<file path="config.mk">
export PLATFORM = sky130hd
export DESIGN_NAME = tsec_top
export DESIGN_NICKNAME = d
export VERILOG_FILES = /design/src/verilog/tsec_pkg.sv /design/src/verilog/tsec_avg.sv /design/src/verilog/tsec_top.sv
export VERILOG_INCLUDE_DIRS = /design/src /design/src/verilog
export SDC_FILE = /design/constraint.sdc
export NUM_CORES = 1
export LEC_CHECK = 0
export BUFFER_PORTS_ARGS = -buffer_cell sky130_fd_sc_hd__buf_2
export CORE_MARGIN = 2
export CORE_UTILIZATION = 50
export DETAILED_ROUTE_END_ITERATION = 10
export GPL_ROUTABILITY_DRIVEN = 0
export PLACE_DENSITY = 0.74
export SLEW_MARGIN = 15
export SYNTH_ARGS = -nofsm -noshare
export SYNTH_HDL_FRONTEND = slang
export SYNTH_SLANG_ARGS = --single-unit
export TNS_END_PERCENT = 1
</file>
<file path="constraint.sdc">
create_clock -name clk_sys -period 15.1 [get_ports clk_sys]
set_input_delay 0.755 -clock clk_sys [delete_from_list [all_inputs] [get_ports clk_sys]]
set_output_delay 0.755 -clock clk_sys [all_outputs]
set_load 0.01 [all_outputs]
</file>
<file path="src/verilog/tsec_params.svh">
// tsec_params.svh: offsets, field positions, reset values and timing counts
// assumes a 50 MHz system clock; register indices are Avalon word addresses
`ifndef TSEC_PARAMS_SVH
`define TSEC_PARAMS_SVH

// register indices (byte address = 4 * index)
`define TSEC_IDX_SCAN_SEL    8'h21
`define TSEC_IDX_SENS_CFG    8'h22
`define TSEC_IDX_HOLD_CFG    8'h23
`define TSEC_IDX_AVG_SAMP    8'h24
`define TSEC_IDX_RECAL       8'h26
`define TSEC_IDX_IRQ_MASK    8'h27
`define TSEC_IDX_RPT_SEL     8'h28
`define TSEC_IDX_MULTI       8'h2a
`define TSEC_IDX_TOUCH_STAT  8'h40
`define TSEC_IDX_EVENT_FLAGS 8'h41
`define TSEC_IDX_SCAN_STAT   8'h42

// reset values
`define TSEC_RST_SCAN_SEL    8'hff
`define TSEC_RST_SENS_CFG    8'ha4
`define TSEC_RST_HOLD_CFG    8'h07
`define TSEC_RST_AVG_SAMP    8'h1d
`define TSEC_RST_RECAL       8'hff
`define TSEC_RST_IRQ_MASK    8'hff
`define TSEC_RST_RPT_SEL     8'hff
`define TSEC_RST_MULTI       8'h80

// field positions
`define TSEC_AVG_MSB         5
`define TSEC_AVG_LSB         3
`define TSEC_SINGLE_SAMPLE_DURATION_BIT   2
`define TSEC_PERIOD_MSB      1
`define TSEC_PERIOD_LSB      0
`define TSEC_RPT_MSB         3
`define TSEC_RPT_LSB         0
`define TSEC_HOLD_MSB        3
`define TSEC_HOLD_LSB        0
`define TSEC_BLOCK_BIT       7
`define TSEC_LIMIT_MSB       3
`define TSEC_LIMIT_LSB       2

// timing: times in ns, counts derived from the clock period
`define TSEC_CLK_NS          20
`define TSEC_T_SAMP_LONG_NS  2560000
`define TSEC_T_SAMP_SHORT_NS 1280000
`define TSEC_T_STEP_NS       35000000
`define TSEC_T_RECAL_NS      600000000
`define TSEC_SAMP_LONG_CYC   (`TSEC_T_SAMP_LONG_NS / `TSEC_CLK_NS)
`define TSEC_SAMP_SHORT_CYC  (`TSEC_T_SAMP_SHORT_NS / `TSEC_CLK_NS)
`define TSEC_STEP_CYC        (`TSEC_T_STEP_NS / `TSEC_CLK_NS)
`define TSEC_RECAL_CYC       (`TSEC_T_RECAL_NS / `TSEC_CLK_NS)

`endif

</file>
<file path="src/verilog/tsec_pkg.sv">
// tsec_pkg.sv: types shared by the touch scan and event control block
// assumes tsec_params.svh supplies all numeric constants
package tsec_pkg;

  typedef enum logic [2:0] {
    TSEC_SCAN_IDLE   = 3'b001,
    TSEC_SCAN_NEXT   = 3'b010,
    TSEC_SCAN_SAMPLE = 3'b100
  } tsec_scan_t;

  typedef logic [7:0] tsec_chmask_t;

endpackage

</file>
<file path="src/verilog/tsec_avg.sv">
// tsec_avg.sv: per-channel sample accumulator with power-of-two averaging
// assumes samples arrive as single-cycle strobes on the system clock
`timescale 1ns/1ps
`default_nettype none

module tsec_avg #(
  parameter int RAW_W = 16
) (
  // clock and reset
  input  wire logic             clk_sys,
  input  wire logic             rst,
  // sample side
  input  wire logic             add_en,
  input  wire logic             first,
  input  wire logic             last,
  input  wire logic [2:0]       shift,
  input  wire logic [RAW_W-1:0] raw,
  // result side
  output logic      [RAW_W-1:0] avg_ff,
  output logic                  avg_valid_ff
);

  logic [RAW_W+6:0] acc_ff;
  logic [RAW_W+6:0] nxt_acc;

  always_comb begin
    nxt_acc = (first ? '0 : acc_ff) + {7'h00, raw};
  end

  always_ff @(posedge clk_sys) begin
    if (rst) begin
      acc_ff <= '0;
    end else if (add_en) begin
      acc_ff <= nxt_acc;
    end
  end

  // shift instead of divide: counts are powers of two
  always_ff @(posedge clk_sys) begin
    if (rst) begin
      avg_ff       <= '0;
      avg_valid_ff <= 1'b0;
    end else begin
      avg_valid_ff <= add_en & last;
      if (add_en & last) begin
        avg_ff <= RAW_W'(nxt_acc >> shift);
      end
    end
  end

endmodule // tsec_avg

`default_nettype wire

</file>
<file path="src/verilog/tsec_top.sv">
// tsec_top.sv: scan sequencing, forced recalibration, touch events, blocking
// assumes touch detection and raw sample values come from same-clock logic
`include "tsec_params.svh"
`timescale 1ns/1ps
`default_nettype none

module tsec_top
  import tsec_pkg::*;
#(
  parameter int RAW_W = 16,
  parameter logic [31:0] SAMP_LONG_CYC  = 32'(`TSEC_SAMP_LONG_CYC),
  parameter logic [31:0] SAMP_SHORT_CYC = 32'(`TSEC_SAMP_SHORT_CYC),
  parameter logic [31:0] STEP_CYC       = 32'(`TSEC_STEP_CYC),
  parameter logic [31:0] RECAL_CYC      = 32'(`TSEC_RECAL_CYC)
) (
  // clock and reset
  input  wire logic               clk_sys,
  input  wire logic               rst,
  // avalon-mm slave
  input  wire logic [7:0]         avs_address,
  input  wire logic               avs_read,
  input  wire logic               avs_write,
  input  wire logic [3:0]         avs_byteenable,
  input  wire logic [31:0]        avs_writedata,
  output logic      [31:0]        avs_readdata,
  output logic                    avs_waitrequest,
  // measurement front end
  input  wire tsec_pkg::tsec_chmask_t sense_input,
  input  wire logic [RAW_W-1:0]   raw_sample,
  output logic                    sample_active,
  output logic      [2:0]         sample_channel,
  output logic                    low_power_idle,
  // results
  output logic      [RAW_W-1:0]   meas_result,
  output logic      [2:0]         meas_channel,
  output logic                    meas_valid,
  output tsec_pkg::tsec_chmask_t  base_invalid,
  // interrupt pin
  output logic                    irq_out
);

  ////////////////////////////////////////////////////////////////////////////
  // registers and bus

  tsec_chmask_t scan_sel_ff, recal_ff, mask_ff, rpt_sel_ff, flags_ff;
  tsec_chmask_t acc_ff, nxt_acc, evt, recal_ok;
  logic [7:0]   sens_cfg_ff, hold_cfg_ff, avg_samp_ff, multi_ff;
  logic         ack_ff;
  logic [31:0]  rdata_ff;
  logic [7:0]   rd_byte;
  logic         wr_now;
  logic         irq_ff;
  logic         extended_ff;

  function automatic logic [4:0] steps(input logic [3:0] code);
    steps = {1'b0, code} + 5'h01;
  endfunction

  function automatic logic [3:0] popcnt(input tsec_chmask_t v);
    popcnt = 4'h0;
    for (int i = 0; i < 8; i++) begin
      popcnt = popcnt + {3'h0, v[i]};
    end
  endfunction

  // one wait state: answer at the second edge of each request
  assign avs_waitrequest = (avs_read | avs_write) & ~ack_ff;
  assign avs_readdata    = rdata_ff;
  assign wr_now          = avs_write & ack_ff & avs_byteenable[0];

  always_ff @(posedge clk_sys) begin
    if (rst) begin
      ack_ff <= 1'b0;
    end else begin
      ack_ff <= (avs_read | avs_write) & ~ack_ff;
    end
  end

  always_comb begin
    case (avs_address)
      `TSEC_IDX_SCAN_SEL:    rd_byte = scan_sel_ff;
      `TSEC_IDX_SENS_CFG:    rd_byte = sens_cfg_ff;
      `TSEC_IDX_HOLD_CFG:    rd_byte = hold_cfg_ff;
      `TSEC_IDX_AVG_SAMP:    rd_byte = avg_samp_ff;
      `TSEC_IDX_RECAL:       rd_byte = recal_ff;
      `TSEC_IDX_IRQ_MASK:    rd_byte = mask_ff;
      `TSEC_IDX_RPT_SEL:     rd_byte = rpt_sel_ff;
      `TSEC_IDX_MULTI:       rd_byte = multi_ff;
      `TSEC_IDX_TOUCH_STAT:  rd_byte = acc_ff;
      `TSEC_IDX_EVENT_FLAGS: rd_byte = flags_ff;
      `TSEC_IDX_SCAN_STAT:   rd_byte = {5'h00, extended_ff, low_power_idle, sample_active};
      default:               rd_byte = 8'h00;
    endcase
  end

  always_ff @(posedge clk_sys) begin
    if (rst) begin
      rdata_ff <= 32'h0000_0000;
    end else if (avs_read & ~ack_ff) begin
      rdata_ff <= {24'h00_0000, rd_byte};
    end
  end

  always_ff @(posedge clk_sys) begin
    if (rst) begin
      scan_sel_ff <= `TSEC_RST_SCAN_SEL;
      sens_cfg_ff <= `TSEC_RST_SENS_CFG;
      hold_cfg_ff <= `TSEC_RST_HOLD_CFG;
      avg_samp_ff <= `TSEC_RST_AVG_SAMP;
      mask_ff     <= `TSEC_RST_IRQ_MASK;
      rpt_sel_ff  <= `TSEC_RST_RPT_SEL;
      multi_ff    <= `TSEC_RST_MULTI;
    end else if (wr_now) begin
      case (avs_address)
        `TSEC_IDX_SCAN_SEL: scan_sel_ff <= avs_writedata[7:0];
        `TSEC_IDX_SENS_CFG: sens_cfg_ff <= avs_writedata[7:0];
        `TSEC_IDX_HOLD_CFG: hold_cfg_ff <= {4'h0, avs_writedata[3:0]};
        `TSEC_IDX_AVG_SAMP: avg_samp_ff <= {2'b00, avs_writedata[5:0]};
        `TSEC_IDX_IRQ_MASK: mask_ff     <= avs_writedata[7:0];
        `TSEC_IDX_RPT_SEL:  rpt_sel_ff  <= avs_writedata[7:0];
        `TSEC_IDX_MULTI:    multi_ff    <= {avs_writedata[7], 3'h0, avs_writedata[3:2], 2'h0};
        default: ;
      endcase
    end
  end

  ////////////////////////////////////////////////////////////////////////////
  // 35 ms step tick, shared by hold and repeat timing; the period keeps its own step count in pcyc_ff

  logic [31:0] step_cnt_ff;
  logic        tick;

  assign tick = (step_cnt_ff == STEP_CYC - 32'h1);

  always_ff @(posedge clk_sys) begin
    if (rst || tick) begin
      step_cnt_ff <= 32'h0;
    end else begin
      step_cnt_ff <= step_cnt_ff + 32'h1;
    end
  end

  ////////////////////////////////////////////////////////////////////////////
  // scan sequencer

  tsec_scan_t  scan_ff;
  logic [2:0]  ch_ff;
  logic [7:0]  samp_idx_ff;
  logic [31:0] dur_ff, pcyc_ff, dur_end;
  logic [2:0]  pticks_ff;
  logic        period_done_ff, samp_end, samp_last, scan_start;
  logic [7:0]  samp_total;

  assign samp_total = 8'h01 << avg_samp_ff[`TSEC_AVG_MSB:`TSEC_AVG_LSB];
  assign dur_end    = avg_samp_ff[`TSEC_SINGLE_SAMPLE_DURATION_BIT] ?
                      SAMP_SHORT_CYC : SAMP_LONG_CYC;
  assign samp_end   = (scan_ff == TSEC_SCAN_SAMPLE) && (dur_ff == dur_end - 32'h1);
  assign samp_last  = samp_idx_ff >= samp_total - 8'h01; // a count cut mid-channel still ends
  // a stretched period restarts as soon as sampling is done
  assign scan_start = (scan_ff == TSEC_SCAN_IDLE) && period_done_ff;

  always_ff @(posedge clk_sys) begin
    if (rst) begin
      scan_ff     <= TSEC_SCAN_IDLE;
      ch_ff       <= 3'h0;
      samp_idx_ff <= 8'h00;
      dur_ff      <= 32'h0;
    end else begin
      case (scan_ff)
        TSEC_SCAN_IDLE: begin
          if (scan_start) begin
            ch_ff   <= 3'h0;
            scan_ff <= TSEC_SCAN_NEXT;
          end
        end
        TSEC_SCAN_NEXT: begin
          samp_idx_ff <= 8'h00;
          dur_ff      <= 32'h0;
          if (scan_sel_ff[ch_ff]) begin
            scan_ff <= TSEC_SCAN_SAMPLE;
          end else if (ch_ff == 3'h7) begin
            scan_ff <= TSEC_SCAN_IDLE;
          end else begin
            ch_ff <= ch_ff + 3'h1;
          end
        end
        TSEC_SCAN_SAMPLE: begin
          dur_ff <= samp_end ? 32'h0 : dur_ff + 32'h1;
          if (samp_end) begin
            samp_idx_ff <= samp_idx_ff + 8'h01;
            if (samp_last) begin
              if (ch_ff == 3'h7) begin
                scan_ff <= TSEC_SCAN_IDLE;
              end else begin
                ch_ff   <= ch_ff + 3'h1;
                scan_ff <= TSEC_SCAN_NEXT;
              end
            end
          end
        end
        default: scan_ff <= TSEC_SCAN_IDLE;
      endcase
    end
  end

  // period length counted in steps from each scan start
  always_ff @(posedge clk_sys) begin
    if (rst) begin
      pcyc_ff        <= 32'h0;
      pticks_ff      <= 3'h0;
      period_done_ff <= 1'b1;
      extended_ff    <= 1'b0;
    end else if (scan_start) begin
      pcyc_ff        <= 32'h0;
      pticks_ff      <= 3'h0;
      period_done_ff <= 1'b0;
      extended_ff    <= 1'b0;
    end else if (!period_done_ff) begin
      pcyc_ff <= (pcyc_ff == STEP_CYC - 32'h1) ? 32'h0 : pcyc_ff + 32'h1;
      if (pcyc_ff == STEP_CYC - 32'h1) begin
        pticks_ff <= pticks_ff + 3'h1;
        if (pticks_ff == {1'b0, avg_samp_ff[`TSEC_PERIOD_MSB:`TSEC_PERIOD_LSB]}) begin
          period_done_ff <= 1'b1;
          extended_ff    <= scan_ff != TSEC_SCAN_IDLE;
        end
      end
    end
  end

  assign sample_active  = scan_ff == TSEC_SCAN_SAMPLE;
  assign sample_channel = ch_ff;
  assign low_power_idle = scan_ff == TSEC_SCAN_IDLE;

  tsec_avg #(
    .RAW_W (RAW_W)
  ) u_avg (
    .clk_sys      (clk_sys),
    .rst          (rst),
    .add_en       (samp_end),
    .first        (samp_idx_ff == 8'h00),
    .last         (samp_last),
    .shift        (avg_samp_ff[`TSEC_AVG_MSB:`TSEC_AVG_LSB]),
    .raw          (raw_sample),
    .avg_ff       (meas_result),
    .avg_valid_ff (meas_valid)
  );

  always_ff @(posedge clk_sys) begin
    if (rst) begin
      meas_channel <= 3'h0;
    end else if (samp_end & samp_last) begin
      meas_channel <= ch_ff;
    end
  end

  ////////////////////////////////////////////////////////////////////////////
  // forced recalibration

  logic [31:0] recal_cnt_ff [8];

  // a press restarts the wait, so a disturbed run never counts as done
  always_ff @(posedge clk_sys) begin
    if (rst) begin
      for (int i = 0; i < 8; i++) begin
        recal_cnt_ff[i] <= 32'h0;
      end
    end else begin
      for (int i = 0; i < 8; i++) begin
        if (!recal_ff[i] || sense_input[i] || recal_ok[i]) begin
          recal_cnt_ff[i] <= 32'h0;
        end else begin
          recal_cnt_ff[i] <= recal_cnt_ff[i] + 32'h1;
        end
      end
    end
  end

  always_comb begin
    for (int i = 0; i < 8; i++) begin
      recal_ok[i] = recal_ff[i] && !sense_input[i] &&
                    (recal_cnt_ff[i] == RECAL_CYC - 32'h1);
    end
  end

  // a software write of one beats the self-clear
  always_ff @(posedge clk_sys) begin
    if (rst) begin
      recal_ff <= `TSEC_RST_RECAL;
    end else begin
      recal_ff <= (recal_ff & ~recal_ok) |
                  ((wr_now && avs_address == `TSEC_IDX_RECAL) ?
                   avs_writedata[7:0] : 8'h00);
    end
  end

  assign base_invalid = recal_ff;

  ////////////////////////////////////////////////////////////////////////////
  // touch acceptance and multi-touch blocking

  tsec_chmask_t touch_q;
  logic [3:0]   taken;
  logic [3:0]   limit;

  assign touch_q = sense_input & scan_sel_ff & ~recal_ff;
  assign limit   = {2'b00, multi_ff[`TSEC_LIMIT_MSB:`TSEC_LIMIT_LSB]} + 4'h1;

  always_comb begin
    nxt_acc = acc_ff & touch_q;
    taken   = popcnt(nxt_acc);
    for (int i = 0; i < 8; i++) begin
      if (touch_q[i] && !nxt_acc[i] &&
          (!multi_ff[`TSEC_BLOCK_BIT] || taken < limit)) begin
        nxt_acc[i] = 1'b1;
        taken      = taken + 4'h1;
      end
    end
  end

  always_ff @(posedge clk_sys) begin
    if (rst) begin
      acc_ff <= 8'h00;
    end else begin
      acc_ff <= nxt_acc;
    end
  end

  ////////////////////////////////////////////////////////////////////////////
  // touch, release and repeat events

  logic [4:0]   held_ff [8];
  logic [4:0]   rpt_ff  [8];
  tsec_chmask_t hold_ff;

  always_comb begin
    for (int i = 0; i < 8; i++) begin
      evt[i] = nxt_acc[i] & ~acc_ff[i];
      if (acc_ff[i] & ~nxt_acc[i] & ~(rpt_sel_ff[i] & hold_ff[i])) begin
        evt[i] = 1'b1;
      end
      if (acc_ff[i] & nxt_acc[i] & hold_ff[i] & tick &&
          rpt_ff[i] + 5'h01 == steps(sens_cfg_ff[`TSEC_RPT_MSB:`TSEC_RPT_LSB])) begin
        evt[i] = 1'b1;
      end
    end
  end

  always_ff @(posedge clk_sys) begin
    if (rst) begin
      hold_ff <= 8'h00;
      for (int i = 0; i < 8; i++) begin
        held_ff[i] <= 5'h00;
        rpt_ff[i]  <= 5'h00;
      end
    end else begin
      for (int i = 0; i < 8; i++) begin
        if (!acc_ff[i] || !nxt_acc[i]) begin
          held_ff[i] <= 5'h00;
          rpt_ff[i]  <= 5'h00;
          hold_ff[i] <= 1'b0;
        end else if (tick) begin
          if (held_ff[i] != 5'h1f) begin
            held_ff[i] <= held_ff[i] + 5'h01;
          end
          // held past the hold time: switch to repeating
          if (rpt_sel_ff[i] && !hold_ff[i] &&
              held_ff[i] == steps(hold_cfg_ff[`TSEC_HOLD_MSB:`TSEC_HOLD_LSB])) begin
            hold_ff[i] <= 1'b1;
          end
          if (hold_ff[i]) begin
            rpt_ff[i] <= evt[i] ? 5'h00 : rpt_ff[i] + 5'h01;
          end
        end
      end
    end
  end

  // sticky flags cleared by writing one; a new event wins over the clear
  always_ff @(posedge clk_sys) begin
    if (rst) begin
      flags_ff <= 8'h00;
      irq_ff   <= 1'b0;
    end else begin
      flags_ff <= (flags_ff & ~((wr_now && avs_address == `TSEC_IDX_EVENT_FLAGS) ?
                  avs_writedata[7:0] : 8'h00)) | evt;
      irq_ff   <= |(((flags_ff & ~((wr_now && avs_address == `TSEC_IDX_EVENT_FLAGS) ?
                  avs_writedata[7:0] : 8'h00)) | evt) & mask_ff);
    end
  end

  assign irq_out = irq_ff;

endmodule // tsec_top

`default_nettype wire

</file>
==> flow_metrics.env, run 1 <==
export IMPL_met2_usage_pct=35.42
export IMPL_synth_cell_area_um2=33610
export IMPL_min_period_ns=14.36
export IMPL_wl_per_cell_um=16.16
export IMPL_crit_path_top_delay_cell="fa_1"
export IMPL_h_tree_depth=3
export IMPL_worstSetupStartpointType="flip-flop"
export IMPL_required_ns=15.64
export IMPL_min_path_type="flip-flop to flip-flop"
export IMPL_p_leak_uw=0.01459
export IMPL_finalCritPeriodShare_pct=95.09
export IMPL_vias_per_cell=5.565
export IMPL_dieArea_um2=69320
export IMPL_worst_pin_slew_ns=1.081
export IMPL_use_met1_pct=30.08
export IMPL_first_pass_iters=9
export IMPL_yosys_area_top_type="edfxtp_1"
export IMPL_drv_cap=0
export IMPL_critPathMaxStageDelay_ns=0.56
export IMPL_p_per_area_nw_per_um2=97.40
export IMPL_initial_core_util_pct=50.23
export IMPL_fillers=5914
export IMPL_totalWireLength_um=79080
export IMPL_seq_area_frac_synth_pct=44.61
export IMPL_cts_buffers=69
export IMPL_first_global_vias=25530
export IMPL_arrival_ns=14.90
export IMPL_avgSynthCellArea_um2=9.192
export IMPL_end_kind="flip-flop"
export IMPL_grt_total_usage_pct=22.50
export IMPL_grt_overflow=0
export IMPL_cp_common_cell="ha_1"
export IMPL_drc=0
export IMPL_fin_nets=4132
export IMPL_drive_gt1_share_pct=8.142
export IMPL_max_slew_margin_pct=27.67
export IMPL_antenna_found_initial=8
export IMPL_ant_nets=0
export IMPL_clock_sinks=581
export IMPL_finalHoldViolCount=0
export IMPL_num_rows=95
export IMPL_insertion_delay_ns=0.62
export IMPL_root_buffer="clkbuf_16"
export IMPL_io_pins=139
export IMPL_yosys_warnings=0
export IMPL_yosysTopAreaCellShare_pct=30.02
export IMPL_grt_first_pass_wirelength_um=129000
export IMPL_grt_use_met3_pct=4.770
export IMPL_drtIter0Drc=2147
export IMPL_synth_edff_count=336
export IMPL_dp_cells=4758
export IMPL_critical_path_class="flip-flop to flip-flop"
export IMPL_whs_ns=0.4477
export IMPL_die_w_um=263.3
export IMPL_port_buffers=87
export IMPL_status="finished clean"
export IMPL_critPathMaxFanout=7
export IMPL_synthArstFlopShare_pct=0
export IMPL_dieHeight_um=263.3
export IMPL_ys_types=112
export IMPL_finalMaxSlewViolations=0
export IMPL_core_region_area_um2=66920
export IMPL_cts_buffer_depth=3
export IMPL_yosys_register_bits=581
export IMPL_clkTransAtPathRegs_ns=0.06
export IMPL_ir_worst_vdd_uv=81.90
export IMPL_ys_flop_type="edfxtp_1"
export IMPL_syn_inst=3657
export IMPL_cts_tree="built"
export IMPL_skew_ns=0.02353
export IMPL_area_growth_pct=13.60
export IMPL_finalSetupViolations=0
export IMPL_final_cells=4893
export IMPL_grt_max_degree=70
export IMPL_grt_most_used_layer="met2"
export IMPL_dp_hpwl_um=56090
export IMPL_setup_tns_ns=0
export IMPL_num_vias=27230
export IMPL_netlist_top_cells_area="edfxtp_1 (30%), dfxtp_1 (15%), nor2_1 (7.2%)"
export IMPL_max_freq_mhz=69.64
export IMPL_hold_buffers=0
## worst paths after layout
path | start | endpoint | slack (ns) | cells after the start
setup / recovery | scan_sel_ff[3] | irq_out | 0.74 | 65
hold reg to reg | u_avg.acc_ff[6] | u_avg.acc_ff[6] | 0.45 | 2
hold / removal | u_avg.acc_ff[6] | u_avg.acc_ff[6] | 0.45 | 2
setup reg to reg | scan_sel_ff[3] | irq_out | 0.74 | 65
## flip-flops by register name, summed over array words and instances, names as in the netlist, 16 cells and up
signal and count:
u_avg.avg_ff 16, step_cnt_ff 32, pcyc_ff 32, held_ff 40
recal_cnt_ff 256, rpt_ff 40, u_avg.acc_ff 23, dur_ff 32
## repair_timing
| item | in CTS | in global routing |
|---|---|---|
| buffers inserted | 0 | 6 |
| gates resized for setup | 0 | 13 |
| setup endpoints to repair | 0 | 3 |
## where the power goes
part           switching [uW]  internal (uW)
clock                     669           1080
sequential               50.4           1720
combinational             133           64.0
total                     852           2870
## logic make-up after synthesis
family | share of synthesized area, %
mux | 3.041
fa+ha+maj | 3.760
flops | 44.61
compound gates | 9.369
other cells | 0.02234
buf+inv | 3.294
simple gates | 24.53
xor+xnor | 11.38
## worst max-delay path: cells and delay by family, from the launching register on
kind	cells	cell delay [ns]
AO/OA/AOI/OAI	25	4.61
XOR/XNOR	4	0.71
adder cells (fa/ha/maj)	13	4.28
buffers and inverters	7	0.66
flip-flops	1	0.46
multiplexers	3	0.93
AND/OR/NAND/NOR	13	2.60
## cell type report
| class | instances | area [um^2] | area share (%) |
|---|---|---|---|
| diodes | 4 | 10.01 | 0.02621 |
| clock buffers | 98 | 2011 | 5.265 |
| clock inverters | 27 | 387.9 | 1.016 |
| inverters | 89 | 334.1 | 0.8748 |
| multi-input cells | 3094 | 18620 | 48.76 |
| flip-flops and latches | 581 | 15000 | 39.27 |
| well taps | 873 | 1092 | 2.860 |
| repair buffers | 127 | 738.2 | 1.933 |
## cell usage in the layout (no fill, tap or decap), types with 10 or more instances in the layout
cell type | Yosys | final
xor2_1 | 271 | 271
edfxtp_1 | 336 | 336
mux4_2 | 13 | 13
a21oi_1 | 152 | 150
or3_1 | 34 | 34
nor2b_1 | 18 | 18
a211oi_1 | 20 | 18
nand3b_1 | 10 | 10
and3_1 | 98 | 98
mux2i_1 | 59 | 59
o211ai_1 | 14 | 14
a311oi_1 | 15 | 15
dfxtp_1 | 245 | 244
and2_1 | 53 | 52
nor4b_1 | 17 | 17
ha_1 | 93 | 93
a22oi_1 | 13 | 13
and4_1 | 22 | 22
nand2b_1 | 18 | 18
nor2_1 | 643 | 642
nand2_1 | 352 | 352
nor4_1 | 45 | 44
nor3_1 | 70 | 69
nand3_1 | 216 | 215
clkbuf_16 | 0 | 73
buf_4 | 26 | 41
buf_2 | 0 | 86
nand4_1 | 88 | 88
xnor2_1 | 151 | 150
o21a_1 | 19 | 18
conb_1 | 2 | 281
clkbuf_1 | 135 | 16
o21ai_0 | 96 | 96
inv_1 | 82 | 82
a31oi_1 | 27 | 26
## layer usage
metal,wire (um),up-vias
li1,-,13320
met1,34610,12790
met2,35120,880
met3,5879,230
met4,3429,6
met5,35,-
## stage by stage
stage	setup WS [ns]	utilization, %	power [uW]	cell area [um^2]
final	0.7412	57.06	3719	38190
after global routing	-0.06214	57.06	3846	38190
after CTS	0.3823	56.90	3751	38080
after detailed placement	-0.06581	53.32	1996	35680
after global placement	0.1441	53.32	1991	35680
after floorplan	0.6799	-	1938	34660
## synth_stat cells, drive strengths merged (45+ instances only)
master	number
a21oi	153
xor2	271
ha	93
inv	88
and2	53
edfxtp	336
nand4	88
dfxtp	245
clkbuf	135
nor4	45
o21ai	97
nand3	217
and3	98
nor2	644
nor3	71
xnor2	154
nand2	352
mux2i	60
(Power assumes the default switching activity.)
==> run 2: changes to the inputs <==
- SYNTH_HIERARCHICAL: default -> 1
==> run 2 against run 1 <==
  * Sequential power barely moved
  * Utilization fell by 0.45 points
  * Routed wire length is 1.0% lower
  * Combinational power is 20% lower
  * Worst setup slack lost 0.015 ns
  * Worst hold slack worse by 0.050 ns
  * Critical endpoint unchanged
  * Sequential cell count unchanged
==> flow_metrics.env, run 2 <==
export IMPL_status="finished clean"
export IMPL_ir_worst_vdd_uv=83.98
export IMPL_critPathMaxStageDelay_ns=0.54
export IMPL_netSwitchingPower_uw=787.6
export IMPL_finalCritPeriodShare_pct=95.19
export IMPL_top_register="recal_cnt_ff"
export IMPL_core_region_area_um2=66920
export IMPL_vias_per_cell=5.546
export IMPL_ys_types=111
export IMPL_p_int_uw=2633
export IMPL_worstSetupStartpointType="flip-flop"
export IMPL_wl_per_cell_um=15.97
export IMPL_area_growth_pct=12.66
export IMPL_mostFrequentLayoutCells="nor2_1 (641), nand2_1 (354), edfxtp_1 (336), conb_1 (281), xor2_1 (271)"
export IMPL_num_rows=95
export IMPL_largest_reg_flops=256
export IMPL_p_leak_uw=0.01439
export IMPL_reg2reg_to="irq_out"
export IMPL_synthArstFlopShare_pct=0
export IMPL_layout_commonest_cell="nor2_1"
export IMPL_required_ns=15.67
export IMPL_yosys_register_bits=581
export IMPL_netlist_top_cells_area="edfxtp_1 (30%), dfxtp_1 (15%), nor2_1 (7.2%)"
export IMPL_yosys_warnings=6
export IMPL_finalHoldViolCount=0
export IMPL_p_comb_share_pct=4.6
export IMPL_insertion_delay_ns=0.65
export IMPL_power_frac_clock_pct=44.0
export IMPL_reg2reg_depth=61
export IMPL_min_path_type="input pin to flip-flop"
export IMPL_skew_ns=0.03375
export IMPL_whs_endpoint="base_invalid[3]"
export IMPL_initial_core_util_pct=50.25
export IMPL_fin_nets=4145
export IMPL_placed_area_um2=35790
export IMPL_avgSynthCellArea_um2=9.190
export IMPL_critPathMaxFanout=6
export IMPL_worst_pin_slew_ns=1.253
export IMPL_num_vias=27190
export IMPL_finalSetupViolations=0
export IMPL_yosys_area_top_type="edfxtp_1"
export IMPL_holdPathStages=3
export IMPL_grt_total_usage_pct=22.03
export IMPL_cp_common_cell="ha_1"
export IMPL_drive_gt1_share_pct=7.795
export IMPL_cts_tree="built"
export IMPL_h_tree_depth=2
export IMPL_totalWireLength_um=78280
export IMPL_die_w_um=263.3
export IMPL_hold_buffers=0
export IMPL_pre_cts_slack_ns=-0.0002345
export IMPL_dp_cells=4781
export IMPL_cts_buffer_depth=3
export IMPL_crit_family="adder cells"
export IMPL_finalMaxSlewViolations=0
export IMPL_antenna_found_initial=3
export IMPL_p_per_area_nw_per_um2=90.30
export IMPL_dieArea_um2=69340
export IMPL_drv_cap=0
export IMPL_min_period_ns=14.37
export IMPL_dp_hpwl_um=56180
export IMPL_dieHeight_um=263.3
export IMPL_arrival_ns=14.94
export IMPL_syn_inst=3659
export IMPL_port_buffers=87
export IMPL_clkTransAtPathRegs_ns=0.07
export IMPL_final_cells=4902
export IMPL_first_pass_iters=5
export IMPL_drtIter0Drc=2526
export IMPL_r2r_start="scan_sel_ff[1]"
export IMPL_cts_buffers=61
export IMPL_p_total_uw=3421
export IMPL_io_pins=139
export IMPL_p_seq_share_pct=51.5
export IMPL_setup_slack_ns=0.7258
export IMPL_max_freq_mhz=69.57
export IMPL_grt_overflow=0
export IMPL_grt_max_degree=57
export IMPL_root_buffer="clkbuf_16"
export IMPL_synth_cell_area_um2=33620
export IMPL_yosysTopAreaCellShare_pct=30.01
export IMPL_clock_sinks=581
export IMPL_seq_area_frac_synth_pct=44.59
export IMPL_netSwitchingFraction_pct=23.03
export IMPL_first_global_vias=25250
export IMPL_synth_edff_count=336
export IMPL_ant_nets=0
export IMPL_reg_top3="recal_cnt_ff (256), held_ff (40), rpt_ff (40)"
export IMPL_ys_flop_type="edfxtp_1"
export IMPL_drc=0
export IMPL_critical_path_class="flip-flop to flip-flop"
export IMPL_synth_commonest_cells="nor2_1 (645), nand2_1 (354), edfxtp_1 (336), xor2_1 (271), dfxtp_1 (245)"
export IMPL_crit_path_top_delay_cell="fa_1"
export IMPL_synth_most_common_cell="nor2_1"
export IMPL_max_slew_margin_pct=15.86
export IMPL_end_kind="flip-flop"
export IMPL_grt_first_pass_wirelength_um=126900
export IMPL_reg2reg_slack_ns=0.73
export IMPL_path_buf_inv=6
export IMPL_min_from="sense_input[3]"
export IMPL_fin_area_um2=37880
-- run 2: cell count changes after synthesis, sizes merged, moves of 13 or more --
| cell | before | now |
|---|---|---|
| a31oi | 29 | 12 |
| and2 | 53 | 17 |
| and4 | 22 | 9 |
| clkbuf | 135 | 109 |
| nor2b | 18 | 31 |
| nor4 | 45 | 58 |
| or3 | 35 | 49 |
| xnor2 | 154 | 170 |
-- run 2: power groups by stage --
stage | clock network (uW) | logic [uW] | registers, uW
after floorplan | 0 | 121 | 1780
after global placement | 0 | 151 | 1790
after detailed placement | 0 | 153 | 1790
after CTS | 1540 | 154 | 1760
after global routing | 1590 | 178 | 1770
final | 1500 | 157 | 1760
-- run 2: cells by family after synthesis --
group	synth area share [%]
buf+inv	3.100
flops	44.59
compound gates	8.942
mux	2.947
other cells	0.02233
fa+ha+maj	3.758
xor+xnor	11.91
simple gates	24.73
-- run 2: layout make-up --
type                            count  area [um^2]
Sequential cell                   581        14990
Inverter                           89        334.1
Antenna cell                        1        2.502
Fill cell                        5972        29040
Timing Repair Buffer              127        738.2
Clock inverter                     29        229.0
Clock buffer                       87         1795
Tap cell                          873         1092
Multi-Input combinational cell   3115        18700
-- run 2: layer usage --
layer  GRT usage [%]  routed length (um)  up-vias
li1                -                   -    13360
met1           30.00               34780    12750
met2           35.09               34730      909
met3           4.078                6167      164
met4           8.062                2601        0
met5               0                   0        -
-- run 2: worst register-to-register path, delay by kind of cell (launching register included) --
family                     cells  cell delay, ns
buffers and inverters          6            0.67
DFF                            1            0.42
adders and majority gates     13            4.16
muxes                          5            1.34
AOI/OAI and AO/OA             20            4.05
and+or+nand+nor               14            3.10
xor gates and xnor gates       3            0.54
-- run 2: through the flow --
step | hold WS [ns] | utilization (%) | TNS [ns]
2_1_floorplan | 0.4175 | - | 0
3_3_place_gp | 0.4309 | 53.47 | 0
3_5_place_dp | 0.4403 | 53.47 | -0.0002345
4_1_cts | 0.3604 | 56.50 | 0
5_1_grt | 0.4100 | 56.60 | -0.09554
6_report | 0.3978 | 56.61 | 0
-- run 2: repair_timing --
item	CTS	global route
resized for setup	0	13
setup buffers	0	4
setup endpoints to repair	0	3
endpoints found under the hold margin	0	0
-- run 2: how the worst max path moves through the flow --
stage / start / end / slack [ns] / cells past startpoint
2_1_floorplan: sense_input[1] / irq_out / 1.06 / 61
3_3_place_gp: sense_input[1] / irq_out / 0.27 / 62
3_5_place_dp: sense_input[1] / irq_out / -0.0002 / 62
4_1_cts: base_invalid[1] / irq_out / 0.39 / 61
5_1_grt: base_invalid[1] / irq_out / -0.06 / 61
6_report: scan_sel_ff[1] / irq_out / 0.73 / 61
